==> config.mk <==
export PLATFORM = sky130hd
export DESIGN_NAME = vecr_regs
export DESIGN_NICKNAME = d
export VERILOG_FILES = /design/src/vecr_pkg.sv /design/src/vecr_sync2.sv /design/src/vecr_regs.sv
export SDC_FILE = /design/constraint.sdc
export NUM_CORES = 1
export LEC_CHECK = 0
export ABC_AREA = 0
export ABC_CLOCK_PERIOD_IN_PS = 4250
export BUFFER_PORTS_ARGS = -buffer_cell sky130_fd_sc_hd__buf_2
export CAP_MARGIN = 20
export CORE_MARGIN = 3
export CORE_UTILIZATION = 30
export CTS_CLUSTER_SIZE = 20
export DETAILED_ROUTE_END_ITERATION = 16
export GPL_ROUTABILITY_DRIVEN = 0
export GPL_TIMING_DRIVEN = 0
export MAX_ROUTING_LAYER = met4
export PLACE_DENSITY = 0.48
export SYNTH_ARGS = -nofsm -noshare
export SYNTH_HDL_FRONTEND = slang
export SYNTH_HIERARCHICAL = 1
export SYNTH_SLANG_ARGS = --single-unit
==> constraint.sdc <==
create_clock -name CLOCK -period 4.25 [get_ports CLOCK]
set_input_delay 0.85 -clock CLOCK [delete_from_list [all_inputs] [get_ports CLOCK]]
set_output_delay 0.85 -clock CLOCK [all_outputs]
set_load 0.01 [all_outputs]
==> src/vecr_pkg.sv <==
package vecr_pkg;

    // ------------------------------------------------------------
    // Register indices
    // ------------------------------------------------------------
    localparam logic [7:0] VECR_IDX_VBLANK_STATUS = 8'h02;
    localparam logic [7:0] VECR_IDX_HUE_ADJUST    = 8'h03;
    localparam logic [7:0] VECR_IDX_TIMING_INPUT  = 8'h04;
    localparam logic [7:0] VECR_IDX_DAC_ACTIVE    = 8'h05;
    localparam logic [7:0] VECR_IDX_RESERVED_06   = 8'h06;
    localparam logic [7:0] VECR_IDX_SYNC_LUMA     = 8'h07;
    localparam int         VECR_IDX_OVERLAY_BIT   = 4;

    // ------------------------------------------------------------
    // Reset values
    // ------------------------------------------------------------
    localparam logic [7:0] VECR_RST_HUE_ADJUST   = 8'h00;
    localparam logic [7:0] VECR_RST_TIMING_INPUT = 8'h00;
    localparam logic [7:0] VECR_RST_DAC_ACTIVE   = 8'h25;
    localparam logic [7:0] VECR_RST_RESERVED_06  = 8'h07;
    localparam logic [7:0] VECR_RST_SYNC_LUMA    = 8'h00;

    // ------------------------------------------------------------
    // Field positions
    // ------------------------------------------------------------
    localparam int VECR_BIT_INT_CLEAR     = 0;
    localparam int VECR_BIT_STATUS_ONE    = 1;
    localparam int VECR_BIT_VBLANK        = 2;
    localparam int VECR_BIT_TIMING_MODE   = 0;
    localparam int VECR_BIT_INPUT_FORMAT  = 1;
    localparam int VECR_BIT_OUT_CLK_RATE  = 2;
    localparam int VECR_BIT_INTERP_FIELD  = 3;
    localparam int VECR_POS_ACTIVE_START  = 0;
    localparam int VECR_W_ACTIVE_START    = 3;
    localparam int VECR_BIT_COMPOSITE_DAC = 5;
    localparam int VECR_BIT_SEPARATE_DAC  = 6;
    localparam int VECR_BIT_COLOUR_KILL   = 0;
    localparam int VECR_BIT_LUMA_DELAY    = 1;
    localparam int VECR_BIT_FIELD_SOURCE  = 2;
    localparam int VECR_BIT_SYNC_SOURCE   = 3;
    localparam int VECR_BIT_EXTRA_SHIFT   = 4;

    // ------------------------------------------------------------
    // Timing figures
    // ------------------------------------------------------------
    localparam int VECR_FIRST_PIXEL_NTSC   = 122;
    localparam int VECR_FIRST_PIXEL_PAL    = 132;
    localparam int VECR_OFFSET_BASE        = 11;
    localparam int VECR_OFFSET_STEP        = 2;
    localparam int VECR_HUE_STEP_MICRODEG  = 1406250;

endpackage : vecr_pkg

==> src/vecr_sync2.sv <==
`timescale 1ns/1ps
module vecr_sync2 #(
    parameter int               WIDTH   = 1,
    // Reset to the idle level of each pin, so no false edge follows reset
    parameter logic [WIDTH-1:0] RST_VAL = '0
) (
    input  wire logic             CLOCK,
    input  wire logic             RESET,
    input  wire logic [WIDTH-1:0] d,
    output logic      [WIDTH-1:0] q
);
    logic [WIDTH-1:0] meta;

    always_ff @(posedge CLOCK) begin
        if (RESET) begin
            meta <= RST_VAL;
            q    <= RST_VAL;
        end else begin
            meta <= d;
            q    <= meta;
        end
    end
endmodule : vecr_sync2

==> src/vecr_regs.sv <==
// Contract
// Writing one to clear releases interrupt high
// Vertical blank reads inverted vertical sync
// Host updates overlay only during blank
// Hue adjust unsigned, 1.40625 degree steps
// Timing mode: zero slave, one master
// Input format: zero 601, one 656
// Clock rate: 13.5 or 27 MHz
// Interp field: even only, or both
// First active pixel 122, PAL 132
// Active start offset 11 minus twice code
// Composite DAC enable, default on
// Separate video DACs enable, default off
// Colour kill: monochrome, burst kept
// Luma delay adds one 27 MHz clock
// Field source: syncs or odd pin
// Sync source: pins or embedded code
// Extra shift adds one 27 MHz clock
// Index bit 4 selects overlay RAM
// Host writes synchronised, applied cleanly
`timescale 1ns/1ps
module vecr_regs
    import vecr_pkg::*;
#(
    parameter int DATA_W = 8
) (
    input  wire logic              CLOCK,
    input  wire logic              RESET,
    input  wire logic              CS_N,
    input  wire logic              READ_NOT_WRITE,
    input  wire logic              ADDR_SEL,
    input  wire logic [DATA_W-1:0] DATA_IN,
    output logic      [DATA_W-1:0] DATA_OUT,
    output logic                   DATA_OE,
    input  wire logic              VERTICAL_SYNC_IN_N,
    input  wire logic              INTERRUPT_SET,
    input  wire logic              LINE_START,
    input  wire logic              PAL_SELECT,
    input  wire logic              CLOCK_INPUT_27M_SEL,
    output logic                   INTERRUPT_OUT_N,
    output logic [7:0]             HUE_ADJUST,
    output logic                   TIMING_MASTER,
    output logic                   INPUT_FORMAT_656,
    output logic                   OUTPUT_CLOCK_27M,
    output logic                   INTERP_BOTH_FIELDS,
    output logic [8:0]             FIRST_PIXEL_DELAY_27M,
    output logic                   COMPOSITE_DAC_ENABLE,
    output logic                   SEPARATE_VIDEO_DAC_ENABLE,
    output logic                   COLOUR_KILL,
    output logic                   LUMA_DELAY,
    output logic                   FIELD_FROM_ODD_PIN,
    output logic                   SYNC_FROM_EAV,
    output logic                   OVERLAY_WRITE,
    output logic [3:0]             OVERLAY_ADDR,
    output logic [7:0]             OVERLAY_DATA
);

    // ------------------------------------------------------------
    // Pin synchronisers
    // ------------------------------------------------------------
    // Host strobes come from an unclocked port, so all of them pass
    // two flops before decoding.
    localparam int SYNC_W = 4 + DATA_W;
    logic [SYNC_W-1:0] sync_q;
    logic              cs_n_s;
    logic              rnw_s;
    logic              a0_s;
    logic              vsync_n_s;
    logic [7:0]        din_s;

    vecr_sync2 #(.WIDTH(SYNC_W), .RST_VAL({4'h9, {DATA_W{1'b0}}})) u_sync (
        .CLOCK (CLOCK),
        .RESET (RESET),
        .d     ({CS_N, READ_NOT_WRITE, ADDR_SEL, VERTICAL_SYNC_IN_N, DATA_IN}),
        .q     (sync_q)
    );

    assign cs_n_s    = sync_q[SYNC_W-1];
    assign rnw_s     = sync_q[SYNC_W-2];
    assign a0_s      = sync_q[SYNC_W-3];
    assign vsync_n_s = sync_q[SYNC_W-4];
    assign din_s     = sync_q[7:0];

    // ------------------------------------------------------------
    // Strobe edge detection
    // ------------------------------------------------------------
    logic cs_n_d;
    wire  cs_rise   = cs_n_s & ~cs_n_d;
    wire  cs_fall   = ~cs_n_s & cs_n_d;
    // Data is latched at the rising edge of chip select, where the
    // host guarantees it stable, so a write lands once per access.
    wire  wr_stb    = cs_rise & ~rnw_s;
    wire  wr_index  = wr_stb & ~a0_s;
    wire  wr_data   = wr_stb & a0_s;

    // ------------------------------------------------------------
    // Register state
    // ------------------------------------------------------------
    logic [7:0] index;
    logic [7:0] hue_adjust;
    logic [7:0] timing_input_control;
    logic [7:0] dac_and_active_start_control;
    logic [7:0] reserved_06;
    logic [7:0] sync_and_luma_control;
    logic       int_n;
    logic       rd_active;
    logic [7:0] rd_latch;

    wire overlay_sel = index[VECR_IDX_OVERLAY_BIT];

    function automatic logic hit(input logic [7:0] idx, input logic [7:0] want);
        hit = (idx == want);
    endfunction : hit

    wire wr_hue   = wr_data & ~overlay_sel & hit(index, VECR_IDX_HUE_ADJUST);
    wire wr_tic   = wr_data & ~overlay_sel & hit(index, VECR_IDX_TIMING_INPUT);
    wire wr_dac   = wr_data & ~overlay_sel & hit(index, VECR_IDX_DAC_ACTIVE);
    wire wr_res   = wr_data & ~overlay_sel & hit(index, VECR_IDX_RESERVED_06);
    wire wr_sle   = wr_data & ~overlay_sel & hit(index, VECR_IDX_SYNC_LUMA);
    wire wr_vst   = wr_data & ~overlay_sel & hit(index, VECR_IDX_VBLANK_STATUS);
    wire int_clr  = wr_vst & din_s[VECR_BIT_INT_CLEAR];
    wire wr_ovl   = wr_data & overlay_sel;

    // ------------------------------------------------------------
    // Read mux
    // ------------------------------------------------------------
    wire        vblank = ~vsync_n_s;
    logic [7:0] status_byte;
    logic [7:0] rd_mux;

    always_comb begin
        status_byte = 8'h00;
        status_byte[VECR_BIT_VBLANK]     = vblank;
        status_byte[VECR_BIT_STATUS_ONE] = 1'b1;
    end

    assign rd_mux = ~a0_s                                 ? index :
                    hit(index, VECR_IDX_VBLANK_STATUS)    ? status_byte :
                    hit(index, VECR_IDX_HUE_ADJUST)       ? hue_adjust :
                    hit(index, VECR_IDX_TIMING_INPUT)     ? timing_input_control :
                    hit(index, VECR_IDX_DAC_ACTIVE)       ? dac_and_active_start_control :
                    hit(index, VECR_IDX_RESERVED_06)      ? reserved_06 :
                    hit(index, VECR_IDX_SYNC_LUMA)        ? sync_and_luma_control :
                                                            8'h00;

    // ------------------------------------------------------------
    // Host register writes
    // ------------------------------------------------------------
    always_ff @(posedge CLOCK) begin
        if (RESET) begin
            cs_n_d                       <= 1'b1;
            index                        <= 8'h00;
            hue_adjust                   <= VECR_RST_HUE_ADJUST;
            timing_input_control         <= VECR_RST_TIMING_INPUT;
            dac_and_active_start_control <= VECR_RST_DAC_ACTIVE;
            reserved_06                  <= VECR_RST_RESERVED_06;
            sync_and_luma_control        <= VECR_RST_SYNC_LUMA;
        end else begin
            cs_n_d <= cs_n_s;
            if (wr_index) begin
                index <= din_s;
            end
            if (wr_hue) begin
                hue_adjust <= din_s;
            end
            if (wr_tic) begin
                timing_input_control <= din_s;
            end
            if (wr_dac) begin
                dac_and_active_start_control <= din_s;
            end
            if (wr_res) begin
                reserved_06 <= din_s;
            end
            if (wr_sle) begin
                sync_and_luma_control <= din_s;
            end
        end
    end

    // ------------------------------------------------------------
    // Interrupt output
    // ------------------------------------------------------------
    // A new event outranks a clear arriving in the same cycle.
    always_ff @(posedge CLOCK) begin
        if (RESET) begin
            int_n <= 1'b1;
        end else if (INTERRUPT_SET) begin
            int_n <= 1'b0;
        end else if (int_clr) begin
            int_n <= 1'b1;
        end
    end

    // ------------------------------------------------------------
    // Read data port
    // ------------------------------------------------------------
    always_ff @(posedge CLOCK) begin
        if (RESET) begin
            rd_active <= 1'b0;
            rd_latch  <= 8'h00;
        end else begin
            if (cs_fall & rnw_s) begin
                rd_active <= 1'b1;
                rd_latch  <= rd_mux;
            end else if (cs_rise) begin
                rd_active <= 1'b0;
            end
        end
    end

    // ------------------------------------------------------------
    // Active start position
    // ------------------------------------------------------------
    // Position kept in 27 MHz clocks: halving it would lose the one-clock extra shift.
    wire [2:0] hav_code   = dac_and_active_start_control[VECR_POS_ACTIVE_START +: VECR_W_ACTIVE_START];
    wire       shift_bit  = sync_and_luma_control[VECR_BIT_EXTRA_SHIFT];
    wire [8:0] nominal_27 = PAL_SELECT ? 9'(2 * VECR_FIRST_PIXEL_PAL)
                                       : 9'(2 * VECR_FIRST_PIXEL_NTSC);
    wire [8:0] offset_add = 9'(VECR_OFFSET_BASE) + {8'h00, shift_bit};
    wire [8:0] offset_sub = 9'(VECR_OFFSET_STEP) * {6'h00, hav_code};
    wire [8:0] pixel_pos  = nominal_27 + offset_add - offset_sub;

    // ------------------------------------------------------------
    // Settings applied to the encoder
    // ------------------------------------------------------------
    // Settings refresh only at line start, so a change never lands
    // mid-line and glitches active video.
    always_ff @(posedge CLOCK) begin
        if (RESET) begin
            HUE_ADJUST                <= VECR_RST_HUE_ADJUST;
            TIMING_MASTER             <= VECR_RST_TIMING_INPUT[VECR_BIT_TIMING_MODE];
            INPUT_FORMAT_656          <= VECR_RST_TIMING_INPUT[VECR_BIT_INPUT_FORMAT];
            OUTPUT_CLOCK_27M          <= VECR_RST_TIMING_INPUT[VECR_BIT_OUT_CLK_RATE];
            INTERP_BOTH_FIELDS        <= VECR_RST_TIMING_INPUT[VECR_BIT_INTERP_FIELD];
            FIRST_PIXEL_DELAY_27M     <= 9'h000;
            COMPOSITE_DAC_ENABLE      <= VECR_RST_DAC_ACTIVE[VECR_BIT_COMPOSITE_DAC];
            SEPARATE_VIDEO_DAC_ENABLE <= VECR_RST_DAC_ACTIVE[VECR_BIT_SEPARATE_DAC];
            COLOUR_KILL               <= VECR_RST_SYNC_LUMA[VECR_BIT_COLOUR_KILL];
            LUMA_DELAY                <= VECR_RST_SYNC_LUMA[VECR_BIT_LUMA_DELAY];
            FIELD_FROM_ODD_PIN        <= VECR_RST_SYNC_LUMA[VECR_BIT_FIELD_SOURCE];
            SYNC_FROM_EAV             <= VECR_RST_SYNC_LUMA[VECR_BIT_SYNC_SOURCE];
        end else if (LINE_START) begin
            HUE_ADJUST                <= hue_adjust;
            TIMING_MASTER             <= timing_input_control[VECR_BIT_TIMING_MODE];
            INPUT_FORMAT_656          <= timing_input_control[VECR_BIT_INPUT_FORMAT];
            // 27 MHz output is refused when the 27 MHz input is the source
            OUTPUT_CLOCK_27M          <= timing_input_control[VECR_BIT_OUT_CLK_RATE]
                                         & ~CLOCK_INPUT_27M_SEL;
            INTERP_BOTH_FIELDS        <= timing_input_control[VECR_BIT_INTERP_FIELD];
            FIRST_PIXEL_DELAY_27M     <= pixel_pos;
            COMPOSITE_DAC_ENABLE      <= dac_and_active_start_control[VECR_BIT_COMPOSITE_DAC];
            SEPARATE_VIDEO_DAC_ENABLE <= dac_and_active_start_control[VECR_BIT_SEPARATE_DAC];
            COLOUR_KILL               <= sync_and_luma_control[VECR_BIT_COLOUR_KILL];
            LUMA_DELAY                <= sync_and_luma_control[VECR_BIT_LUMA_DELAY];
            FIELD_FROM_ODD_PIN        <= sync_and_luma_control[VECR_BIT_FIELD_SOURCE];
            SYNC_FROM_EAV             <= sync_and_luma_control[VECR_BIT_SYNC_SOURCE];
        end
    end

    // ------------------------------------------------------------
    // Overlay write port and outputs
    // ------------------------------------------------------------
    always_ff @(posedge CLOCK) begin
        if (RESET) begin
            OVERLAY_WRITE   <= 1'b0;
            OVERLAY_ADDR    <= 4'h0;
            OVERLAY_DATA    <= 8'h00;
            INTERRUPT_OUT_N <= 1'b1;
            DATA_OUT        <= '0;
            DATA_OE         <= 1'b0;
        end else begin
            OVERLAY_WRITE   <= wr_ovl;
            OVERLAY_ADDR    <= index[3:0];
            OVERLAY_DATA    <= din_s;
            INTERRUPT_OUT_N <= int_n;
            DATA_OUT        <= DATA_W'(rd_latch);
            DATA_OE         <= rd_active & ~cs_rise;
        end
    end

endmodule : vecr_regs

==> results.md, run 1 <==
| Item | Value | Unit |
|---|---|---|
| Result of the run | completed | - |
| Worst Hold Class | register to register | - |
| Leakage power summed over all cells | 0.00255 | uW |
| Routed wirelength normalized by instance count | 16.1 | um |
| Post-route antenna net violation count | 0 | - |
| Resized Gates After CTS | 0 | - |
| Synthesis-stage register bit count | 132 | - |
| Proportion of power drawn by combinational gates | 3.6 | % |
| Final Hold Violating Endpoints | 0 | - |
| Fraction of the yosys area taken by sequential cells | 53.3 | % |
| Clk slew on worst S/H paths | 60 | ps |
| Worst EP arrival | 2510 | ps |
| Leading registers by flop count | u_sync/meta x12, u_sync/q x12 | - |
| Clock tree root buffer cell | clkbuf_16 | - |
| Vias/cell | 4.60 | - |
| Count of mapped cells out of synthesis | 519 | - |
| Core area | 0.0160 | mm^2 |
| Peak-usage layer in the global routing report | met2 | - |
| Placement Rows | 46 | - |
| Unrepaired setup endpoints after global routing | false | - |
| Ratio of cells with drive above 1 in the final layout | 19.9 | % |
| NetSw | 603 | uW |
| Distinct cell type count after synthesis | 54 | - |
| Fraction of synthesized cell area taken by the top area cell type | 53.3 | % |
| Fraction of power spent switching nets | 21.3 | % |
| Fraction of registers with async set/reset | 0 | % |
| Multi-input gate area in the final layout | 0.00209 | mm^2 |
| Number of fill cells in the layout | 1660 | - |
| Routing usage on met1 | 20.4 | % |
| Area added between synthesis and finish | 24.0 | % |
| Post-detailed-route DRC marker count | 0 | - |
| Predominant post-synthesis flop cell | dfxtp_1 | - |
| Net count of the finished layout | 630 | - |
| Pin count of the biggest net entering global routing | 17 | - |
| Final Instance Count excl. Fillers | 833 | - |
| Critical Setup Path Class | register to register | - |
| TritonCTS buffer count | 17 | - |
| Total number of vias | 3834 | - |
| Worst supply voltage drop on vdd | 273 | uV |
| 1st-pass router iterations | 5 | - |
| Maximum capacitance violations | 0 | - |
| Relative contribution of sequential cells to total power | 45.1 | % |
| Internal power contribution | 2230 | uW |
| Global routing met2 resource utilization | 24.4 | % |
| Setup TNS | 0 | ps |
| Die extent in x | 135 | um |
| Worst Path Required | 4560 | ps |
| HPWL after detailed placement | 9540 | um |
| Crit start category | register | - |
| Final period demand of the worst path | 2200 | ps |
| Fmax achieved | 456 | MHz |
| Register area | 0.00264 | mm^2 |
| Overall die area | 0.0181 | mm^2 |
| Effective utilization at floorplan | 31.0 | % |
| Cell area power density | 461 | mW/mm^2 |
| Count of flip-flops with a built-in enable after synthesis | 0 | - |
| Insertion delay to the later sink of the worst-skew pair | 420 | ps |
| Post-CTS Setup Repair Bufs | 0 | - |
| Number of buffers added on ports | 67 | - |
| Number of sinks handled by clock tree synthesis | 132 | - |
| Number of antenna violations at the first check in global routing | 0 | - |
| Global-route congestion overflow total | 0 | - |
| Pins Over Slew Limit | 0 | - |
| Biggest area contributors in the synthesized netlist | dfxtp_1 53%, mux2i_1 8.1%, nand2_1 5.7% | - |
| Dominant cell type by area after synthesis | dfxtp_1 | - |
| Final cycle utilization of the critical path | 51.6 | % |
| Placed instance area | 0.00556 | mm^2 |
| Net Count, Synth | 544 | - |
| Transition time of the tightest slew-check pin | 764 | ps |
| Average instance area after synthesis | 9.55 | um^2 |
| DRC violation total after the first TritonRoute iteration | 217 | - |
| Hold_buf cts | 0 | - |
| Crit end category | register | - |
| Clock tree from TritonCTS | done | - |
| Number of global-route vias before repair | 3822 | - |
| Detailed Route WL | 13400 | um |
| Placed Instances | 802 | - |
| Clock Power Share | 51.3 | % |
| Post-Layout Inst Area | 0.00615 | mm^2 |
| Yosys warns | 6 | - |
| Number of H-tree levels | 4 | - |
| Global-route wire length before repair | 21100 | um |
| Die span in y | 135 | um |
| Setup violation total in the final timing report | 0 | - |
| Met3 GRT Util | 4.02 | % |
| Total routing usage reported by global routing | 15.9 | % |
| IO Pins | 68 | - |
| Post-synthesis instance area | 0.00496 | mm^2 |
| Count of inserted antenna diode cells | 0 | - |
| Final setup skew | 10.2 | ps |
| Buffer depth of the longest clock path | 2 | - |
| Relative slew slack | 49.1 | % |
| CP Max Fanout | 10 | - |
-- through the flow --
step	total power [uW]	hold slack [ps]	utilization (%)	worst slack [ps]
4_1_cts	2870	405	38.4	2030
2_1_floorplan	1360	383	-	1950
3_5_place_dp	1410	391	34.8	1750
5_1_grt	2930	415	38.4	1930
3_3_place_gp	1410	394	34.8	1780
6_report	2830	406	38.4	2050
-- worst max-delay path, cell delays in order, from the launching register on --
cell	delay, ps
dfxtp_1	370
or3b_1	450
nor4_4	480
nor3b_4	290
buf_6	190
nor2_1	50
a211o_1	250
-- cell usage after synthesis (2+ instances only) --
master and n:
dfxtp_1 132, nor2b_1 42, or2_1 4, nand2_1 75, mux2i_1 40, o21ai_0 15, nor3_1 9, nand2b_1 2
inv_1 12, or2_2 4, o21bai_1 2, a221o_1 5, and2_2 3, and2b_1 2, nor2_1 51, clkbuf_1 17
buf_6 4, o22ai_1 5, a211o_1 3, nand3b_1 6, ha_1 7, buf_1 4, a211oi_1 3, buf_2 4
a221oi_1 2, a21oi_1 38
-- final timing paths --
kind / from / to / slack (ps) / cells after the start
worst max-delay path: u_sync/q[9]$_SDFF_PP0_ / dac_and_active_start_control[2]$_SDFFE_PP1P_ / 2050 / 6
worst min-delay path: u_sync/meta[11]$_SDFF_PP1_ / u_sync/q[11]$_SDFF_PP1_ / 410 / 1
worst max register to register: u_sync/q[9]$_SDFF_PP0_ / dac_and_active_start_control[2]$_SDFFE_PP1P_ / 2050 / 6
worst min register to register: u_sync/meta[11]$_SDFF_PP1_ / u_sync/q[11]$_SDFF_PP1_ / 410 / 1
-- per-layer routing --
metal  vias up  routed length, um
met4         0                183
met3        12                531
li1       1914                  -
met2        87               6310
met5         -                  0
met1      1821               6420
-- kinds of logic (layout without fill, tap and decap cells) --
kind of cell	Yosys count	after routing	synth area share [%]
buffers and inverters	44	142	4.54
adders and majority gates	7	7	1.77
muxes	42	42	8.76
DFF	132	132	53.3
xor gates and xnor gates	1	1	0.177
and+or+nand+nor	210	210	21.1
AOI/OAI and AO/OA	83	83	10.3
-- power by group through the flow --
stage / Sequential, uW / Combinational, uW / Clock [uW]
after floorplan: 1300 / 61.8 / 0
after detailed placement: 1300 / 104 / 0
after global routing: 1280 / 114 / 1540
after global placement: 1300 / 103 / 0
final: 1280 / 103 / 1450
after CTS: 1280 / 105 / 1490
-- cell type report --
type / count / area share [%]
well taps: 216 / 4.40
plain buffers: 32 / 2.93
inverters: 12 / 0.733
clock inverters: 10 / 2.16
multi-input cells: 343 / 34.0
repair buffers: 67 / 5.46
clock buffers: 21 / 7.33
flip-flops and latches: 132 / 43.0
-- placed cells by master, fill, tap and decap left out, drive strengths merged, types with 2 or more instances in the layout --
| cell type | instances |
|---|---|
| or3b | 2 |
| ha | 7 |
| bufinv | 3 |
| buf | 81 |
| clkinvlp | 3 |
| dfxtp | 132 |
| a211o | 4 |
| nor3 | 9 |
| a21oi | 38 |
| a221o | 5 |
| a211oi | 3 |
| clkbuf | 39 |
| clkinv | 4 |
| nand3b | 6 |
| o21ai | 15 |
| or2 | 8 |
| o21bai | 2 |
| and2 | 4 |
| nand2b | 2 |
| or3 | 2 |
| nor3b | 2 |
| o22ai | 5 |
| inv | 12 |
| and2b | 2 |
| nand2 | 75 |
| nor2b | 42 |
| mux2i | 40 |
| a221oi | 2 |
| nor2 | 51 |
Note: power is estimated with default switching activity, not from simulation.
==> inputs of run 2 (changes only) <==
Settings changed: ABC_AREA 0 to 1, ABC_CLOCK_PERIOD_IN_PS 4250 to 1950, PLACE_DENSITY 0.48 to 0.5.
Clock period 4.25 ns to 1.95 ns, I/O delays scaled along.
==> results.md, run 2 <==
| Item | Value | Unit | Change |
|---|---|---|---|
| Number of H-tree levels | 4 | - | unchanged |
| Post-detailed-route DRC marker count | 0 | - | unchanged |
| Global-route wire length before repair | 21200 | um | was 21100 um |
| Routed wirelength normalized by instance count | 14.3 | um | was 16.1 um |
| IO Pins | 68 | - | unchanged |
| Final setup skew | 9.55 | ps | was 10.2 ps |
| Fraction of the yosys area taken by sequential cells | 53.7 | % | was 53.3% |
| Total design power | 6060 | uW | was 2830 uW |
| Unrepaired setup endpoints after global routing | false | - | unchanged |
| Most common cell after layout, fill and taps aside | dfxtp_1 | - | unchanged |
| Yosys warns | 6 | - | unchanged |
| Number of antenna violations at the first check in global routing | 0 | - | unchanged |
| CP Max Fanout | 3 | - | was 10 |
| Post-route worst hold slack | 148 | ps | was 406 ps |
| Worst Path Required | 2250 | ps | was 4560 ps |
| Net Count, Synth | 631 | - | was 544 |
| Largest stage delay on the critical path | 320 | ps | was 480 ps |
| Placement Rows | 46 | - | unchanged |
| Predominant post-synthesis flop cell | dfxtp_1 | - | unchanged |
| Setup violation total in the final timing report | 0 | - | unchanged |
| Dominant cell type by area after synthesis | dfxtp_1 | - | unchanged |
| Final period demand of the worst path | 1840 | ps | was 2200 ps |
| Fmax achieved | 544 | MHz | was 456 MHz |
| TritonCTS buffer count | 17 | - | unchanged |
| Critical Setup Path Class | register to register | - | unchanged |
| Synthesis-stage register bit count | 132 | - | unchanged |
| HPWL after detailed placement | 9760 | um | was 9540 um |
| Result of the run | completed | - | unchanged |
| Critical Path, Cell by Cell | inv_1 > ha_1 > ha_4 > a31o_2 > ha_1 > nor2_1 > nor2_1 | - | was or3b_1 > nor4_4 > nor3b_4 > buf_6 > nor2_1 > a211o_1 |
| Cell area power density | 993 | mW/mm^2 | was 461 mW/mm^2 |
| Highest-count cells in the layout ignoring fill and taps | 132 x dfxtp_1, 98 x nor2_1, 79 x a21oi_1, 75 x inv_1 | - | was 132 x dfxtp_1, 75 x nand2_1, 71 x buf_2, 51 x nor2_1, 42 x nor2b_1 |
| Overall die area | 0.0180 | mm^2 | was 0.0181 mm^2 |
| Vias/cell | 4.48 | - | was 4.60 |
| Crit start category | register | - | unchanged |
| Core area | 0.0159 | mm^2 | was 0.0160 mm^2 |
| Total routing usage reported by global routing | 15.8 | % | was 15.9% |
| Relative slew slack | 58.4 | % | was 49.1% |
| Fraction of registers with async set/reset | 0 | % | unchanged |
| Net count of the finished layout | 717 | - | was 630 |
| Total number of vias | 4128 | - | was 3834 |
| Worst Hold Class | input port to register | - | was register to register |
| Commonest cells in the synthesized netlist | 132 x dfxtp_1, 98 x nor2_1, 79 x a21oi_1 | - | was 132 x dfxtp_1, 75 x nand2_1, 51 x nor2_1 |
| Post-synthesis instance area | 0.00492 | mm^2 | was 0.00496 mm^2 |
| Resized Gates After CTS | 0 | - | unchanged |
| Leakage power summed over all cells | 0.00279 | uW | was 0.00255 uW |
| Average instance area after synthesis | 8.12 | um^2 | was 9.55 um^2 |
| Final cycle utilization of the critical path | 94.4 | % | was 51.6% |
| Worst EP arrival | 2140 | ps | was 2510 ps |
| DRC violation total after the first TritonRoute iteration | 304 | - | was 217 |
| Count of mapped cells out of synthesis | 606 | - | was 519 |
| Leading registers by flop count | u_sync/meta x12, u_sync/q x12 | - | unchanged |
| Clk slew on worst S/H paths | 50 | ps | was 60 ps |
| Buffer depth of the longest clock path | 2 | - | unchanged |
| Pin count of the biggest net entering global routing | 17 | - | unchanged |
| Insertion delay to the later sink of the worst-skew pair | 420 | ps | about the same |
| Maximum capacitance violations | 0 | - | unchanged |
| Transition time of the tightest slew-check pin | 624 | ps | was 764 ps |
| Distinct cell type count after synthesis | 33 | - | was 54 |
| Hold_buf cts | 0 | - | unchanged |
| Clock tree from TritonCTS | done | - | unchanged |
| Count of flip-flops with a built-in enable after synthesis | 0 | - | unchanged |
| Pins Over Slew Limit | 0 | - | unchanged |
| Die span in y | 134 | um | was 135 um |
| Worst supply voltage drop on vdd | 702 | uV | was 273 uV |
| Cell with the most instances after synthesis | dfxtp_1 | - | unchanged |
| Setup TNS | 0 | ps | unchanged |
| Share of the core filled with cells | 38.3 | % | was 38.4% |
| Post-route antenna net violation count | 0 | - | unchanged |
| Fraction of synthesized cell area taken by the top area cell type | 53.7 | % | was 53.3% |
| Number of sinks handled by clock tree synthesis | 132 | - | unchanged |
| Biggest area contributors in the synthesized netlist | dfxtp_1 54%, a21oi_1 8.0%, nor2_1 7.5% | - | was dfxtp_1 53%, mux2i_1 8.1%, nand2_1 5.7% |
| Ratio of cells with drive above 1 in the final layout | 19.0 | % | was 19.9% |
| Post-CTS Setup Repair Bufs | 0 | - | unchanged |
| Effective utilization at floorplan | 30.9 | % | was 31.0% |
| Crit end category | register | - | unchanged |
| Die extent in x | 134 | um | was 135 um |
| Detailed Route WL | 13200 | um | was 13400 um |
| Final Hold Violating Endpoints | 0 | - | unchanged |
| Global-route congestion overflow total | 0 | - | unchanged |
| Count of inserted antenna diode cells | 0 | - | unchanged |
| Number of global-route vias before repair | 3939 | - | was 3822 |
| Number of buffers added on ports | 67 | - | unchanged |
| Max stage delay cell, worst path | dfxtp_1 | - | was nor4_4 |
| Area added between synthesis and finish | 23.9 | % | was 24.0% |
| Clock tree root buffer cell | clkbuf_16 | - | unchanged |
| 1st-pass router iterations | 4 | - | was 5 |
run 2: cell count changes in the layout (fill, tap and decap cells not counted), sizes merged, moves of 14 or more:
cell,delta
nor2b,-42
nand3,+14
a21oi,+41
nor2,+56
inv,+70
o21ai,+55
mux2i,-40
run 2: through the flow:
step | cell area, um^2 | instances | worst slack, ps
final | 6100 | 921 | 110
after global routing | 6100 | 921 | 32.9
after global placement | 5530 | 889 | -49.5
after CTS | 6080 | 921 | 55.6
after floorplan | 4920 | 606 | 151
after detailed placement | 5530 | 889 | -82.9
run 2: final timing paths:
check	start	to	slack, ps	depth (start not counted)
setup / recovery	dac_and_active_start_control[2]$_SDFFE_PP1P_	FIRST_PIXEL_DELAY_27M[4]$_SDFFE_PP0P_	110	7
hold / removal	VERTICAL_SYNC_IN_N	u_sync/meta[8]$_SDFF_PP1_	150	3
setup reg to reg	dac_and_active_start_control[2]$_SDFFE_PP1P_	FIRST_PIXEL_DELAY_27M[4]$_SDFFE_PP0P_	110	7
hold reg to reg	u_sync/meta[10]$_SDFF_PP0_	u_sync/q[10]$_SDFF_PP0_	400	2
run 2: worst max-delay path, delay by kind of cell, from the launching register on:
family	cells	cell delay (ps)
fa+ha+maj	3	870
compound gates	1	240
flops	1	320
simple gates	2	210
buf+inv	1	80
run 2: kinds of logic after synthesis:
logic type,Yosys count,share of synthesized area (%)
buf+inv,108,9.35
simple gates,198,18.1
compound gates,160,16.9
xor+xnor,1,0.178
flops,132,53.7
fa+ha+maj,7,1.78
run 2: layer usage:
metal	track usage [%]	routed length (um)
met5	-	0
met4	6.00	190
met3	4.28	808
met2	23.4	5900
met1	20.7	6260
run 2: where the power goes:
group	total (uW)	switching, uW	leakage [uW]	internal, uW
Clock	2940	1170	0.000269	1770
Sequential	2800	35.3	0.00108	2770
Combinational	313	209	0.00144	104
Total	6060	1410	0.00279	4650
run 2: final cells by class:
| type | instances | area (um^2) |
|---|---|---|
| well taps | 216 | 270 |
| flip-flops and latches | 132 | 2640 |
| inverters | 84 | 323 |
| plain buffers | 24 | 138 |
| repair buffers | 67 | 335 |
| multi-input cells | 366 | 1840 |
| clock buffers | 19 | 443 |
| clock inverters | 13 | 109 |
| fillers | 1684 | 9840 |
